==> src/dcl_pkg.sv <==
// package: register map, field values and timing constants for the loader
package dcl_pkg;

	// byte-wide register bus
	localparam int DATA_W = 8;

	// book 0 page 0 register addresses
	localparam logic [7:0] ADDR_PAGE     = 8'h00;
	localparam logic [7:0] ADDR_RESET    = 8'h01;
	localparam logic [7:0] ADDR_POWER_1  = 8'h04;
	localparam logic [7:0] ADDR_POWER_2  = 8'h05;
	localparam logic [7:0] ADDR_MUTE     = 8'h07;
	localparam logic [7:0] ADDR_CHECKSUM = 8'h20;
	localparam logic [7:0] ADDR_DSP_CTRL = 8'h22;
	localparam logic [7:0] ADDR_BOOK     = 8'h7F;

	// book 100 registers
	localparam logic [7:0] BOOK_DSP      = 8'h64;
	localparam logic [7:0] ADDR_BOOT     = 8'h46;
	localparam logic [7:0] PAGE_PROGRAM  = 8'h01;

	// status flag location: book 120, page 15, register 122
	localparam logic [7:0] BOOK_STATUS   = 8'h78;
	localparam logic [7:0] PAGE_STATUS   = 8'h0F;
	localparam logic [7:0] ADDR_STATUS   = 8'h7A;

	// written values
	localparam logic [7:0] VAL_SW_RESET  = 8'h01;
	localparam logic [7:0] VAL_BOOT_IMEM = 8'h01;
	localparam logic [7:0] VAL_ROM_MODE2 = 8'h22;
	localparam logic [7:0] VAL_UNMUTE    = 8'h00;
	localparam logic [7:0] VAL_SOFT_MUTE = 8'h01;

	// reset values
	localparam logic [7:0] RST_ZERO      = 8'h00;
	localparam logic [7:0] RST_DSP_CTRL  = 8'h01;
	localparam logic [7:0] RST_PAGE      = 8'h00;

	// crc-8 polynomial x^8+x^2+x+1
	localparam logic [7:0] CRC_POLY      = 8'h07;

	// soft ramp: gain steps and cycles per step
	localparam int         RAMP_STEPS    = 64;
	localparam int         RAMP_STEP_CYC = 16;

	// soft volume gain range
	localparam logic [7:0] GAIN_MAX      = 8'h40;
	localparam logic [7:0] GAIN_MIN      = 8'h00;

	// ramp direction
	typedef enum logic [1:0] {
		RAMP_IDLE,
		RAMP_UP,
		RAMP_DOWN
	} dcl_ramp_e;

	// one register bus transaction
	typedef struct packed {
		logic       wr;
		logic       rd;
		logic [7:0] addr;
		logic [7:0] wdata;
	} dcl_req_s;

endpackage : dcl_pkg

==> src/dcl_loader.sv <==
// device side of code loading, checksum and power sequencing registers
`timescale 1ns/100ps
module dcl_loader (
	// clock and reset
	input  wire logic               clk_i,
	input  wire logic               reset_n_i,
	// register port, one byte per access
	input  wire dcl_pkg::dcl_req_s  req_i,
	output logic [7:0]              rdata_o,
	output logic                    rvalid_o,
	// program memory write port
	output logic                    prog_we_o,
	output logic [7:0]              prog_addr_o,
	output logic [7:0]              prog_data_o,
	// device control state
	output logic [7:0]              power_1_o,
	output logic [7:0]              power_2_o,
	output logic [7:0]              analog_mute_o,
	output logic                    boot_imem_o,
	output logic                    rom_mode2_o,
	output logic [7:0]              gain_o,
	output logic                    sw_reset_o
);
	import dcl_pkg::*;

	// selection and control registers
	logic [7:0] book_q, book_d;       // selected book
	logic [7:0] page_q, page_d;       // selected page
	logic [7:0] crc_q, crc_d;         // running checksum
	logic [7:0] pwr1_q, pwr1_d;       // dsp and divider power
	logic [7:0] pwr2_q, pwr2_d;       // analog power
	logic [7:0] amute_q, amute_d;     // analog mute
	logic [7:0] dspc_q, dspc_d;       // dsp control
	logic       boot_q, boot_d;       // instruction memory boot
	logic       swr_q, swr_d;         // software reset pulse
	logic [7:0] rd_q, rd_d;           // read data
	logic       rv_q, rv_d;           // read valid
	logic       pwe_q, pwe_d;         // program write strobe
	logic [7:0] pa_q, pa_d;           // program address
	logic [7:0] pd_q, pd_d;           // program data
	logic       ramp_up, ramp_down;   // ramp commands
	logic [7:0] gain;                 // ramp gain
	logic       muted;                // ramp at floor
	logic       clr;                  // software reset clears state
	logic       rom2_q, rom2_d;       // rom mode 2 decoded, registered

	// true when current selection is book b, page p
	function automatic logic sel(input logic [7:0] bk, input logic [7:0] b,
	                             input logic [7:0] pg, input logic [7:0] p);
		return (bk == b) && (pg == p);
	endfunction

	// crc-8 one byte step, msb first
	function automatic logic [7:0] crc8(input logic [7:0] c,
	                                    input logic [7:0] d);
		logic [7:0] r;
		r = c ^ d;
		for (int i = 0; i < 8; i++) begin
			r = r[7] ? ({r[6:0], 1'b0} ^ CRC_POLY) : {r[6:0], 1'b0};
		end
		return r;
	endfunction

	logic in_b0, in_prog, in_dspb, in_stat;
	assign in_b0   = sel(book_q, RST_ZERO, page_q, RST_PAGE);
	assign in_prog = sel(book_q, BOOK_DSP, page_q, PAGE_PROGRAM);
	assign in_dspb = sel(book_q, BOOK_DSP, page_q, RST_PAGE);
	assign in_stat = sel(book_q, BOOK_STATUS, page_q, PAGE_STATUS);
	assign clr     = swr_q;

	// mute control in book 100 drives the soft ramp
	assign ramp_up   = req_i.wr && in_dspb && req_i.addr == ADDR_MUTE &&
	                   req_i.wdata == VAL_UNMUTE;
	assign ramp_down = req_i.wr && in_dspb && req_i.addr == ADDR_MUTE &&
	                   req_i.wdata == VAL_SOFT_MUTE;

	dcl_ramp #(
		.STEP_CYC (RAMP_STEP_CYC)
	) u_ramp (
		.clk_i     (clk_i),
		.reset_n_i (reset_n_i),
		.up_i      (ramp_up),
		.down_i    (ramp_down),
		.gain_o    (gain),
		.muted_o   (muted)
	);

	// register write, read and checksum next-state
	always_comb begin
		book_d  = book_q;
		page_d  = page_q;
		crc_d   = crc_q;
		pwr1_d  = pwr1_q;
		pwr2_d  = pwr2_q;
		amute_d = amute_q;
		dspc_d  = dspc_q;
		boot_d  = boot_q;
		swr_d   = 1'b0;
		rd_d    = rd_q;
		rv_d    = 1'b0;
		pwe_d   = 1'b0;
		pa_d    = pa_q;
		pd_d    = pd_q;
		if (req_i.wr) begin
			if (req_i.addr == ADDR_BOOK) begin
				book_d = req_i.wdata;
			end else if (req_i.addr == ADDR_PAGE) begin
				page_d = req_i.wdata;
			end else if (in_prog) begin
				pwe_d = 1'b1;
				pa_d  = req_i.addr;
				pd_d  = req_i.wdata;
				crc_d = crc8(crc_q, req_i.wdata);
			end else if (in_dspb && req_i.addr == ADDR_BOOT) begin
				boot_d = (req_i.wdata == VAL_BOOT_IMEM);
			end else if (in_b0 && req_i.addr == ADDR_RESET) begin
				swr_d = (req_i.wdata == VAL_SW_RESET);
			end else if (in_b0 && req_i.addr == ADDR_POWER_1) begin
				pwr1_d = req_i.wdata;
			end else if (in_b0 && req_i.addr == ADDR_POWER_2) begin
				pwr2_d = req_i.wdata;
			end else if (in_b0 && req_i.addr == ADDR_MUTE) begin
				amute_d = req_i.wdata;
			end else if (in_b0 && req_i.addr == ADDR_DSP_CTRL) begin
				dspc_d = req_i.wdata;
			end
		end
		// software reset clears checksum
		// placed after the writes so the clear beats a write in that cycle
		if (clr) begin
			crc_d  = RST_ZERO;
			pwr1_d = RST_ZERO;
			pwr2_d = RST_ZERO;
			amute_d = RST_ZERO;
			dspc_d = RST_DSP_CTRL;
			boot_d = 1'b0;
			pwe_d  = 1'b0;
			pa_d   = RST_ZERO;
		end
		// decode ahead of the flop so the port comes from a register
		rom2_d = (dspc_d == VAL_ROM_MODE2);
		if (req_i.rd) begin
			rv_d = 1'b1;
			rd_d = RST_ZERO;
			if (req_i.addr == ADDR_BOOK) begin
				rd_d = book_q;
			end else if (req_i.addr == ADDR_PAGE) begin
				rd_d = page_q;
			end else if (in_prog) begin
				rd_d = RST_ZERO;
			end else if (in_b0 && req_i.addr == ADDR_CHECKSUM) begin
				rd_d = crc_q;
			end else if (in_b0 && req_i.addr == ADDR_POWER_1) begin
				rd_d = pwr1_q;
			end else if (in_b0 && req_i.addr == ADDR_POWER_2) begin
				rd_d = pwr2_q;
			end else if (in_b0 && req_i.addr == ADDR_MUTE) begin
				rd_d = amute_q;
			end else if (in_b0 && req_i.addr == ADDR_DSP_CTRL) begin
				rd_d = dspc_q;
			end else if (in_stat && req_i.addr == ADDR_STATUS) begin
				rd_d = {7'h00, muted};
			end
		end
	end

	// registers; selection survives software reset
	always_ff @(posedge clk_i) begin
		if (!reset_n_i) begin
			book_q  <= RST_ZERO;
			page_q  <= RST_PAGE;
			crc_q   <= RST_ZERO;
			pwr1_q  <= RST_ZERO;
			pwr2_q  <= RST_ZERO;
			amute_q <= RST_ZERO;
			dspc_q  <= RST_DSP_CTRL;
			rom2_q  <= 1'b0;
			boot_q  <= 1'b0;
			swr_q   <= 1'b0;
			rd_q    <= RST_ZERO;
			rv_q    <= 1'b0;
			pwe_q   <= 1'b0;
			pa_q    <= RST_ZERO;
			pd_q    <= RST_ZERO;
		end else begin
			book_q  <= book_d;
			page_q  <= page_d;
			crc_q   <= crc_d;
			pwr1_q  <= pwr1_d;
			pwr2_q  <= pwr2_d;
			amute_q <= amute_d;
			dspc_q  <= dspc_d;
			rom2_q  <= rom2_d;
			boot_q  <= boot_d;
			swr_q   <= swr_d;
			rd_q    <= rd_d;
			rv_q    <= rv_d;
			pwe_q   <= pwe_d;
			pa_q    <= pa_d;
			pd_q    <= pd_d;
		end
	end

	// gain output registered so the port comes from a flop
	logic [7:0] gain_q;
	always_ff @(posedge clk_i) begin
		if (!reset_n_i) begin
			gain_q <= GAIN_MIN;
		end else begin
			gain_q <= gain;
		end
	end

	assign rdata_o       = rd_q;
	assign rvalid_o      = rv_q;
	assign prog_we_o     = pwe_q;
	assign prog_addr_o   = pa_q;
	assign prog_data_o   = pd_q;
	assign power_1_o     = pwr1_q;
	assign power_2_o     = pwr2_q;
	assign analog_mute_o = amute_q;
	assign boot_imem_o   = boot_q;
	assign rom_mode2_o   = rom2_q;
	assign gain_o        = gain_q;
	assign sw_reset_o    = swr_q;

	// checks
	property p_crc_clear;
		@(posedge clk_i) disable iff (!reset_n_i)
		swr_q |=> (crc_q == RST_ZERO);
	endproperty
	a_crc_clear: assert property (p_crc_clear)
		else $error("checksum not cleared by software reset");

	property p_crc_step;
		@(posedge clk_i) disable iff (!reset_n_i)
		(req_i.wr && in_prog && !clr && req_i.addr != ADDR_BOOK &&
		 req_i.addr != ADDR_PAGE) |=> (crc_q == crc8($past(crc_q),
		 $past(req_i.wdata)));
	endproperty
	a_crc_step: assert property (p_crc_step)
		else $error("checksum did not advance on program write");

	property p_no_readback;
		@(posedge clk_i) disable iff (!reset_n_i)
		(req_i.rd && in_prog && req_i.addr != ADDR_BOOK &&
		 req_i.addr != ADDR_PAGE) |=> (rvalid_o && rdata_o == RST_ZERO);
	endproperty
	a_no_readback: assert property (p_no_readback)
		else $error("program memory readback not refused");

	property p_book_sel;
		@(posedge clk_i) disable iff (!reset_n_i)
		(req_i.wr && req_i.addr == ADDR_BOOK) |=>
		(book_q == $past(req_i.wdata));
	endproperty
	a_book_sel: assert property (p_book_sel)
		else $error("book selection not taken");

	property p_sel_hold;
		@(posedge clk_i) disable iff (!reset_n_i)
		!(req_i.wr && (req_i.addr == ADDR_BOOK || req_i.addr == ADDR_PAGE))
		|=> $stable(book_q) && $stable(page_q);
	endproperty
	a_sel_hold: assert property (p_sel_hold)
		else $error("selection changed without a write");

	property p_rom2;
		@(posedge clk_i) disable iff (!reset_n_i)
		(req_i.wr && in_b0 && req_i.addr == ADDR_DSP_CTRL &&
		 req_i.wdata == VAL_ROM_MODE2 && !clr) |=> rom_mode2_o;
	endproperty
	a_rom2: assert property (p_rom2)
		else $error("rom mode 2 not entered");

	property p_soft_up;
		@(posedge clk_i) disable iff (!reset_n_i)
		(gain_q < GAIN_MAX) |=> (gain_q <= $past(gain_q) + 8'h01);
	endproperty
	a_soft_up: assert property (p_soft_up)
		else $error("unmute gain stepped abruptly");

	property p_soft_down;
		@(posedge clk_i) disable iff (!reset_n_i)
		(gain_q > GAIN_MIN && !ramp_up) |=>
		($past(gain_q) - gain_q) <= 8'h01 || gain_q >= $past(gain_q);
	endproperty
	a_soft_down: assert property (p_soft_down)
		else $error("mute gain stepped abruptly");

endmodule // dcl_loader

==> src/dcl_ramp.sv <==
// soft gain ramp used for stepped mute and unmute
`timescale 1ns/100ps
module dcl_ramp #(
	parameter int STEP_CYC = dcl_pkg::RAMP_STEP_CYC
) (
	// clock and reset
	input  wire logic               clk_i,
	input  wire logic               reset_n_i,
	// control
	input  wire logic               up_i,
	input  wire logic               down_i,
	// status
	output logic [7:0]              gain_o,
	output logic                    muted_o
);
	import dcl_pkg::*;

	localparam int CW = $clog2(STEP_CYC + 1);

	dcl_ramp_e   dir_q, dir_d;   // ramp direction
	logic [7:0]  gain_q, gain_d; // present gain
	logic [CW-1:0] cnt_q, cnt_d; // step divider
	logic        step;           // one-cycle step enable

	// divider gives one step enable every STEP_CYC cycles
	assign step = (cnt_q == CW'(STEP_CYC - 1));

	// next-state: a new command turns the ramp round at once
	always_comb begin
		dir_d  = dir_q;
		gain_d = gain_q;
		cnt_d  = step ? '0 : cnt_q + CW'(1);
		if (up_i) begin
			dir_d = RAMP_UP;
		end else if (down_i) begin
			dir_d = RAMP_DOWN;
		end
		case (dir_q)
			RAMP_UP: begin
				if (step && gain_q < GAIN_MAX) gain_d = gain_q + 8'h01;
			end
			RAMP_DOWN: begin
				if (step && gain_q > GAIN_MIN) gain_d = gain_q - 8'h01;
			end
			default: begin
				gain_d = gain_q;
			end
		endcase
	end

	// registers
	always_ff @(posedge clk_i) begin
		if (!reset_n_i) begin
			dir_q  <= RAMP_IDLE;
			gain_q <= GAIN_MIN;
			cnt_q  <= '0;
		end else begin
			dir_q  <= dir_d;
			gain_q <= gain_d;
			cnt_q  <= cnt_d;
		end
	end

	assign gain_o  = gain_q;
	assign muted_o = (gain_q == GAIN_MIN);

endmodule // dcl_ramp
==> config.mk <==
export PLATFORM = sky130hd
export DESIGN_NAME = dcl_loader
export DESIGN_NICKNAME = d
export VERILOG_FILES = /design/src/dcl_pkg.sv /design/src/dcl_loader.sv /design/src/dcl_ramp.sv
export SDC_FILE = /design/constraint.sdc
export NUM_CORES = 1
export LEC_CHECK = 0
export ABC_AREA = 0
export ABC_CLOCK_PERIOD_IN_PS = 3650
export BUFFER_PORTS_ARGS = -buffer_cell sky130_fd_sc_hd__buf_4
export CORE_MARGIN = 1
export CORE_UTILIZATION = 62
export CTS_CLUSTER_DIAMETER = 50
export DETAILED_ROUTE_END_ITERATION = 10
export PLACE_DENSITY = 0.86
export SLEW_MARGIN = 20
export SYNTH_ARGS = -nofsm -noshare
export SYNTH_HDL_FRONTEND = slang
export SYNTH_HIERARCHICAL = 1
export SYNTH_SLANG_ARGS = --single-unit
==> constraint.sdc <==
create_clock -name clk_i -period 3.65 [get_ports clk_i]
set_input_delay 0.1825 -clock clk_i [delete_from_list [all_inputs] [get_ports clk_i]]
set_output_delay 0.1825 -clock clk_i [all_outputs]
set_load 0.05 [all_outputs]
==> reports/metrics.csv, run 1 <==
metric;value;unit
path_class;flop to flop;
cts_tree;built;
fmax;351;MHz
post-route-min-period;2.85;ns
hp-class;input port to flop;
ff2ff_path_depth;9;
cp-start-kind;flop;
setup_viol_count_final;0;
final_layout_size_suffix_gt1_share;18.4;%
cts_setup_buffers;0;
tns;0;ns
io-pin-count;81;
first_pass_iters;5;
fin_area;6160;sq um
yosysWarningCount;6;
ant_nets;0;
worst_pin_slew;0.942;ns
cts_made_buffers;9;
dp_cells;773;
timing.rr.end;u_ramp/gain_o[6];
multi_input_area;3050;sq um
outcome;finished clean;
place_area;5980;sq um
r2r_slack;0.80;ns
hold_violations;0;
drc;0;
io_buffers;80;
syn_nets;656;
required;3.89;ns
drtIter0Drc;420;
hold_path_depth;3;
gp_congestion;0.940;
grt_pass1_vias;4474;
ys_ff_latch;108;
ys_async_sr_fraction;0;%
grt_usage;31.4;%
end_kind;flop;
syn_to_final_growth;13.4;%
min_from;req_i[15];
regArea;2160;sq um
path_clk_slew;0.10;ns
p_per_area;334;nW/um^2
power.total;0.00206;W
h-tree-depth;3;
grt_pass1_wl;21800;um
holdBufCountCts;0;
die_x;95.6;um
cp.arrival;3.09;ns
numClockSinks;108;
post-route-period-util;78.1;%
diodes;0;
synth_edf_count;0;
maxSlewViolCount;0;
peakVddDrop;269;uV
die_h;95.6;um
core;8340;sq um
clkLatencyLatePin;0.39;ns
power.leakage;2.41;nW
fillers;641;
viasPerCell;6.10;
drt-total-wl;13900;um
rsz0062_at_grt;no;
num_rows;33;
nets;705;
utilization;73.9;%
drv_cap;0;
syn_area;5430;sq um
avgRoutedWirePerCell;17.7;um
synthDistinctLibCells;75;
hold_end;prog_addr_o[7];
overflow;0;
antenna_found_initial;0;
ys.flop_type;dfxtp_1;
avgSynthCellArea;8.63;sq um
path_max_fanout;22;
fin_cells;789;
dieArea;9140;sq um
slew_headroom;37.1;%
ys_seq_area_share;39.8;%
cts_buffer_depth;2;
initial_utilization;65.2;%
postSynthCellCount;630;
cts-root-buf;clkbuf_8;
cts_resized;0;
vias;4816;
grt_max_degree;59;
r2r-start;u_ramp/dir_q[0];
dp.final_hpwl;9990;um
finalClockSkew;0.0151;ns
[cells in the final DEF, fill, tap and decap left out, drive strengths merged, types with 5 or more instances in the layout]
cell type    n
or3         10
o211ai       7
nor2        45
nand2b       7
xnor2       16
a21oi       49
nor3         9
clkbuf      11
inv          7
nand3        6
and2        14
mux2i       40
buf         83
o21ai       10
o22ai        5
xor2        12
dfxtp      108
nand4       12
nand3b       5
ha           6
nand2      114
nor4        11
a21boi      11
nor2b       22
[final cells by class]
cell class	count	share of cell area [%]
clock buffer	11	2.13
clock inverter	5	0.731
inverter	5	0.305
multi-input combinational	472	49.5
sequential	108	35.1
tap	105	2.13
timing repair buffer	83	10.1
[per-stage QoR]
step	worst slack [ns]	hold slack, ns
6_report	0.801	0.0911
5_1_grt	0.663	0.0802
4_1_cts	0.877	0.0772
3_5_place_dp	0.881	0.441
3_3_place_gp	1.10	0.428
2_1_floorplan	1.24	0.323
[kinds of logic (layout without fill, tap and decap cells)]
| kind of cell | after synthesis | count (layout) | share of synthesized area [%] |
|---|---|---|---|
| compound gates | 113 | 113 | 13.7 |
| xor+xnor | 29 | 29 | 5.20 |
| fa+ha+maj | 6 | 6 | 1.38 |
| buf+inv | 50 | 104 | 4.28 |
| flops | 108 | 108 | 39.8 |
| mux | 41 | 41 | 7.64 |
| simple gates | 283 | 283 | 28.0 |
[routing by layer]
metal	up-vias	global-route usage, %	part of all wire (%)
li1	2298	-	-
met1	2259	40.3	43
met2	224	51.4	47
met3	35	6.14	7.7
met4	0	13.2	2.5
met5	-	0	0
[worst max-delay path, stage by stage (launching register included)]
cell and delay [ns]:
dfxtp_1 0.32, inv_1 0.09, ha_1 0.65, xor2_1 0.15, ha_1 0.25, or3_1 0.30
a21oi_1 0.32, o41ai_1 0.15, a221oi_1 0.34, o311ai_1 0.15
[synth_stat cells (all sizes together) (4+ instances only)]
cell type / number / area share (%)
xor2: 12 / 1.9
or2: 4 / 0.46
and2: 14 / 1.6
or3: 10 / 1.2
nor2b: 22 / 2.7
o22ai: 5 / 0.58
dfxtp: 108 / 40
o22a: 4 / 0.64
nor4: 11 / 1.8
and3: 4 / 0.46
a21boi: 11 / 1.5
nand2b: 7 / 0.81
ha: 6 / 1.4
nand2: 114 / 8.4
a211oi: 4 / 0.64
nand4b: 4 / 0.64
a21oi: 49 / 4.7
xnor2: 16 / 2.9
a221oi: 4 / 0.64
nor2: 45 / 3.5
o211ai: 7 / 0.97
nand3b: 5 / 0.69
o21ai: 10 / 0.92
inv: 5 / 0.35
nand3: 6 / 0.64
clkbuf: 25 / 1.7
mux2i: 40 / 7.4
nor3b: 4 / 0.64
nor3: 9 / 0.92
nand4: 12 / 1.4
buf: 20 / 2.2
[report_power, final]
part           switching, W  internal [W]  total (W)
Clock              0.000429      0.000259   0.000688
Sequential       0.00000840       0.00119    0.00120
Combinational      0.000109     0.0000660   0.000175
Total              0.000547       0.00151    0.00206
[worst max path at each step]
stage	startpoint	end	slack, ns	depth (start not counted)
after global placement	u_ramp/dir_q[0]	u_ramp/gain_o[6]	1.10	9
after global routing	u_ramp/dir_q[0]	u_ramp/gain_o[6]	0.66	9
after CTS	u_ramp/dir_q[0]	u_ramp/gain_o[6]	0.88	9
after floorplan	u_ramp/dir_q[0]	u_ramp/gain_o[6]	1.24	11
final	u_ramp/dir_q[0]	u_ramp/gain_o[6]	0.80	9
after detailed placement	u_ramp/dir_q[0]	u_ramp/gain_o[6]	0.88	9
No activity file was read; power rests on OpenSTA's default activity.
==> run 2: changes to the inputs <==
Settings changed: ABC_AREA 0 to 1, ABC_CLOCK_PERIOD_IN_PS 3650 to 2500, CORE_UTILIZATION 62 to 52, PLACE_DENSITY 0.86 to 0.76.
Clock period 3.65 ns to 2.5 ns, I/O delays scaled along.
==> run 2 against run 1 <==
Compared with the run above:
- via count increased by 17%
- flip-flop and latch count unchanged
- clock power increased by 60%
- clock skew decreased by 0.0036 ns
- non-clock buffer count increased by 11
- sequential share of layout area decreased by 2.0 points
- clock-buffer cell count decreased by 1
- area after synthesis increased by 3.1%
- critical endpoint is now rdata_o[1]
- global-route usage increased by 0.12 points
==> reports/metrics.csv, run 2 <==
metric;value;unit
final_layout_size_suffix_gt1_share;16.6;%
synth.most_common_cell;nand2_1;
numClockSinks;108;
final_common_cell;nand2_1;
synthDistinctLibCells;39;
combPwrFrac;9.0;%
synth_edf_count;0;
antenna_found_initial;0;
fmax;457;MHz
syn_area;5600;sq um
p_int;0.00230;W
clkLatencyLatePin;0.38;ns
syn_nets;842;
num_rows;37;
finalClockSkew;0.0116;ns
layout_common_cells;159 x nand2_1, 136 x nor2_1, 108 x dfxtp_1, 96 x inv_1, 93 x buf_4;
synthSimpleGateAreaFrac;31.7;%
timing.hold.ws;0.0315;ns
diodes;0;
drc;0;
tns;0;ns
post-route-period-util;87.6;%
h-tree-depth;3;
avgSynthCellArea;6.87;sq um
postSynthCellCount;816;
post-route-min-period;2.19;ns
syn_to_final_growth;16.6;%
end_kind;flop;
pwr-share-seq;55.8;%
required;2.76;ns
cts-root-buf;clkbuf_8;
grt_pass1_vias;5350;
cts_buffer_depth;2;
vias;5644;
clockPowerShare;35.2;%
synth_fa_ha_area_share;1.34;%
ys_seq_area_share;38.6;%
met2_usage;55.3;%
dieArea;11200;sq um
synth_top_family_by_area;simple AND/OR/NAND/NOR gates;
hp-class;input port to flop;
io-pin-count;81;
grt_usage;31.5;%
ant_nets;0;
synthTopCellsByCount;160 x nand2_1, 136 x nor2_1, 108 x dfxtp_1;
grtUsageMet1;36.8;%
path_clk_slew;0.11;ns
die_x;106;um
synth_largest_area_cell;dfxtp_1;
outcome;finished clean;
first_pass_iters;5;
peakVddDrop;286;uV
io_buffers;80;
dp.final_hpwl;12900;um
hold_violations;0;
worst_pin_slew;0.633;ns
gp_congestion;1.01;
synth.area.mux_share;0.179;%
cp.arrival;2.45;ns
path_max_fanout;11;
netSwitchingPower;0.000832;W
p_sw_share;26.6;%
grt_pass1_wl;27000;um
initial_utilization;54.0;%
path_class;flop to flop;
setup_viol_count_final;0;
synth_xor_area_share;3.75;%
ys_async_sr_fraction;0;%
drt-total-wl;17200;um
ys_ff_latch;108;
grt_max_degree;43;
p_per_area;479;nW/um^2
avgRoutedWirePerCell;16.7;um
slew_headroom;57.7;%
die_h;106;um
core;10400;sq um
viasPerCell;5.46;
overflow;0;
ys.flop_type;dfxtp_1;
drv_cap;0;
drtIter0Drc;401;
cts_setup_buffers;0;
nets;918;
rsz0062_at_grt;no;
cts_tree;built;
cp-start-kind;flop;
synth_compound_area_share;14.5;%
cts_made_buffers;9;
synth_area_leaders;dfxtp_1 39%, nand2_1 11%, nor2_1 9.1%;
power.leakage;3.00;nW
yosysWarningCount;6;
fillers;1022;
grtUsageMet3;4.82;%
synth_top_area_share;38.6;%
fin_cells;1033;
maxSlewViolCount;0;
grt_most_used_layer;met2;
dp_cells;1016;
==> run 2: changes by cell type in the layout (fill, tap and decap cells not counted), moves of 10 or more <==
cell	previous run	this run
o21ai_0	9	44
nand2_1	105	159
mux2i_1	40	1
a21oi_1	46	58
inv_1	5	96
nor2b_1	21	0
nand3_1	5	42
a211oi_1	3	24
inv_2	0	10
buf_4	83	93
nor2_1	43	136
and2_1	14	0
==> run 2: final cells by class <==
class	count	area, sq um	area share [%]
clock inverter	6	71.3	1.09
multi-input combinational	572	2890	44.3
tap	136	170	2.60
inverter	107	402	6.15
timing repair buffer	94	708	10.8
sequential	108	2160	33.1
clock buffer	10	128	1.95
==> run 2: critical path, stage by stage, from the launching register on <==
cell and delay, ns:
dfxtp_1 0.34, nor2_1 0.21, nand2_1 0.08, nor2_1 0.18, nand2_1 0.15, inv_2 0.09
buf_4 0.18, nand2_2 0.19, nor2_1 0.14, nor2_1 0.04, o21ai_0 0.09, nand2_1 0.07
nand2_1 0.13, nand2_1 0.07, nand2_1 0.06, a21oi_1 0.06
==> run 2: worst paths after layout <==
path,startpoint,to,slack (ns),cells after the start
setup / recovery,book_q[0],rdata_o[1],0.31,15
hold / removal,req_i[13],prog_addr_o[5],0.03,3
setup reg to reg,book_q[0],rdata_o[1],0.31,15
hold reg to reg,u_ramp/cnt_q[0],u_ramp/cnt_q[0],0.46,1
==> run 2: layer usage <==
layer	vias to the layer above	part of all wire [%]
li1	2771	-
met1	2596	40
met2	222	50
met3	55	6.0
met4	0	4.4
met5	-	0
==> run 2: repair_timing <==
item                                    in CTS  in global routing
hold endpoints to repair                     4                  0
endpoints found under the setup margin       0                  6
hold buffers                                 1                  0
resized for setup                            0                  2
==> run 2: power groups by stage <==
stage	sequential, W	clock, W	combinational [W]
after global routing	0.00175	0.00119	0.000304
final	0.00175	0.00110	0.000280
after global placement	0.00179	0	0.000271
after detailed placement	0.00179	0	0.000275
after floorplan	0.00180	0	0.000155
after CTS	0.00175	0.00112	0.000277
==> run 2: logic make-up after synthesis <==
logic type | Yosys count
adder cells (fa/ha/maj) | 6
flip-flops | 108
multiplexers | 1
AO/OA/AOI/OAI | 145
buffers and inverters | 136
AND/OR/NAND/NOR | 396
XOR/XNOR | 24
==> run 2: through the flow <==
stage               utilization, %  setup slack, ns  cell area (sq um)  total power (W)
finish                        63.0            0.311               6530          0.00313
global route                  63.0           0.0206               6530          0.00324
CTS                           62.9            0.290               6530          0.00314
detailed placement            60.9            0.279               6320          0.00206
global placement              60.9            0.402               6320          0.00206
floorplan                        -            0.774               5600          0.00196
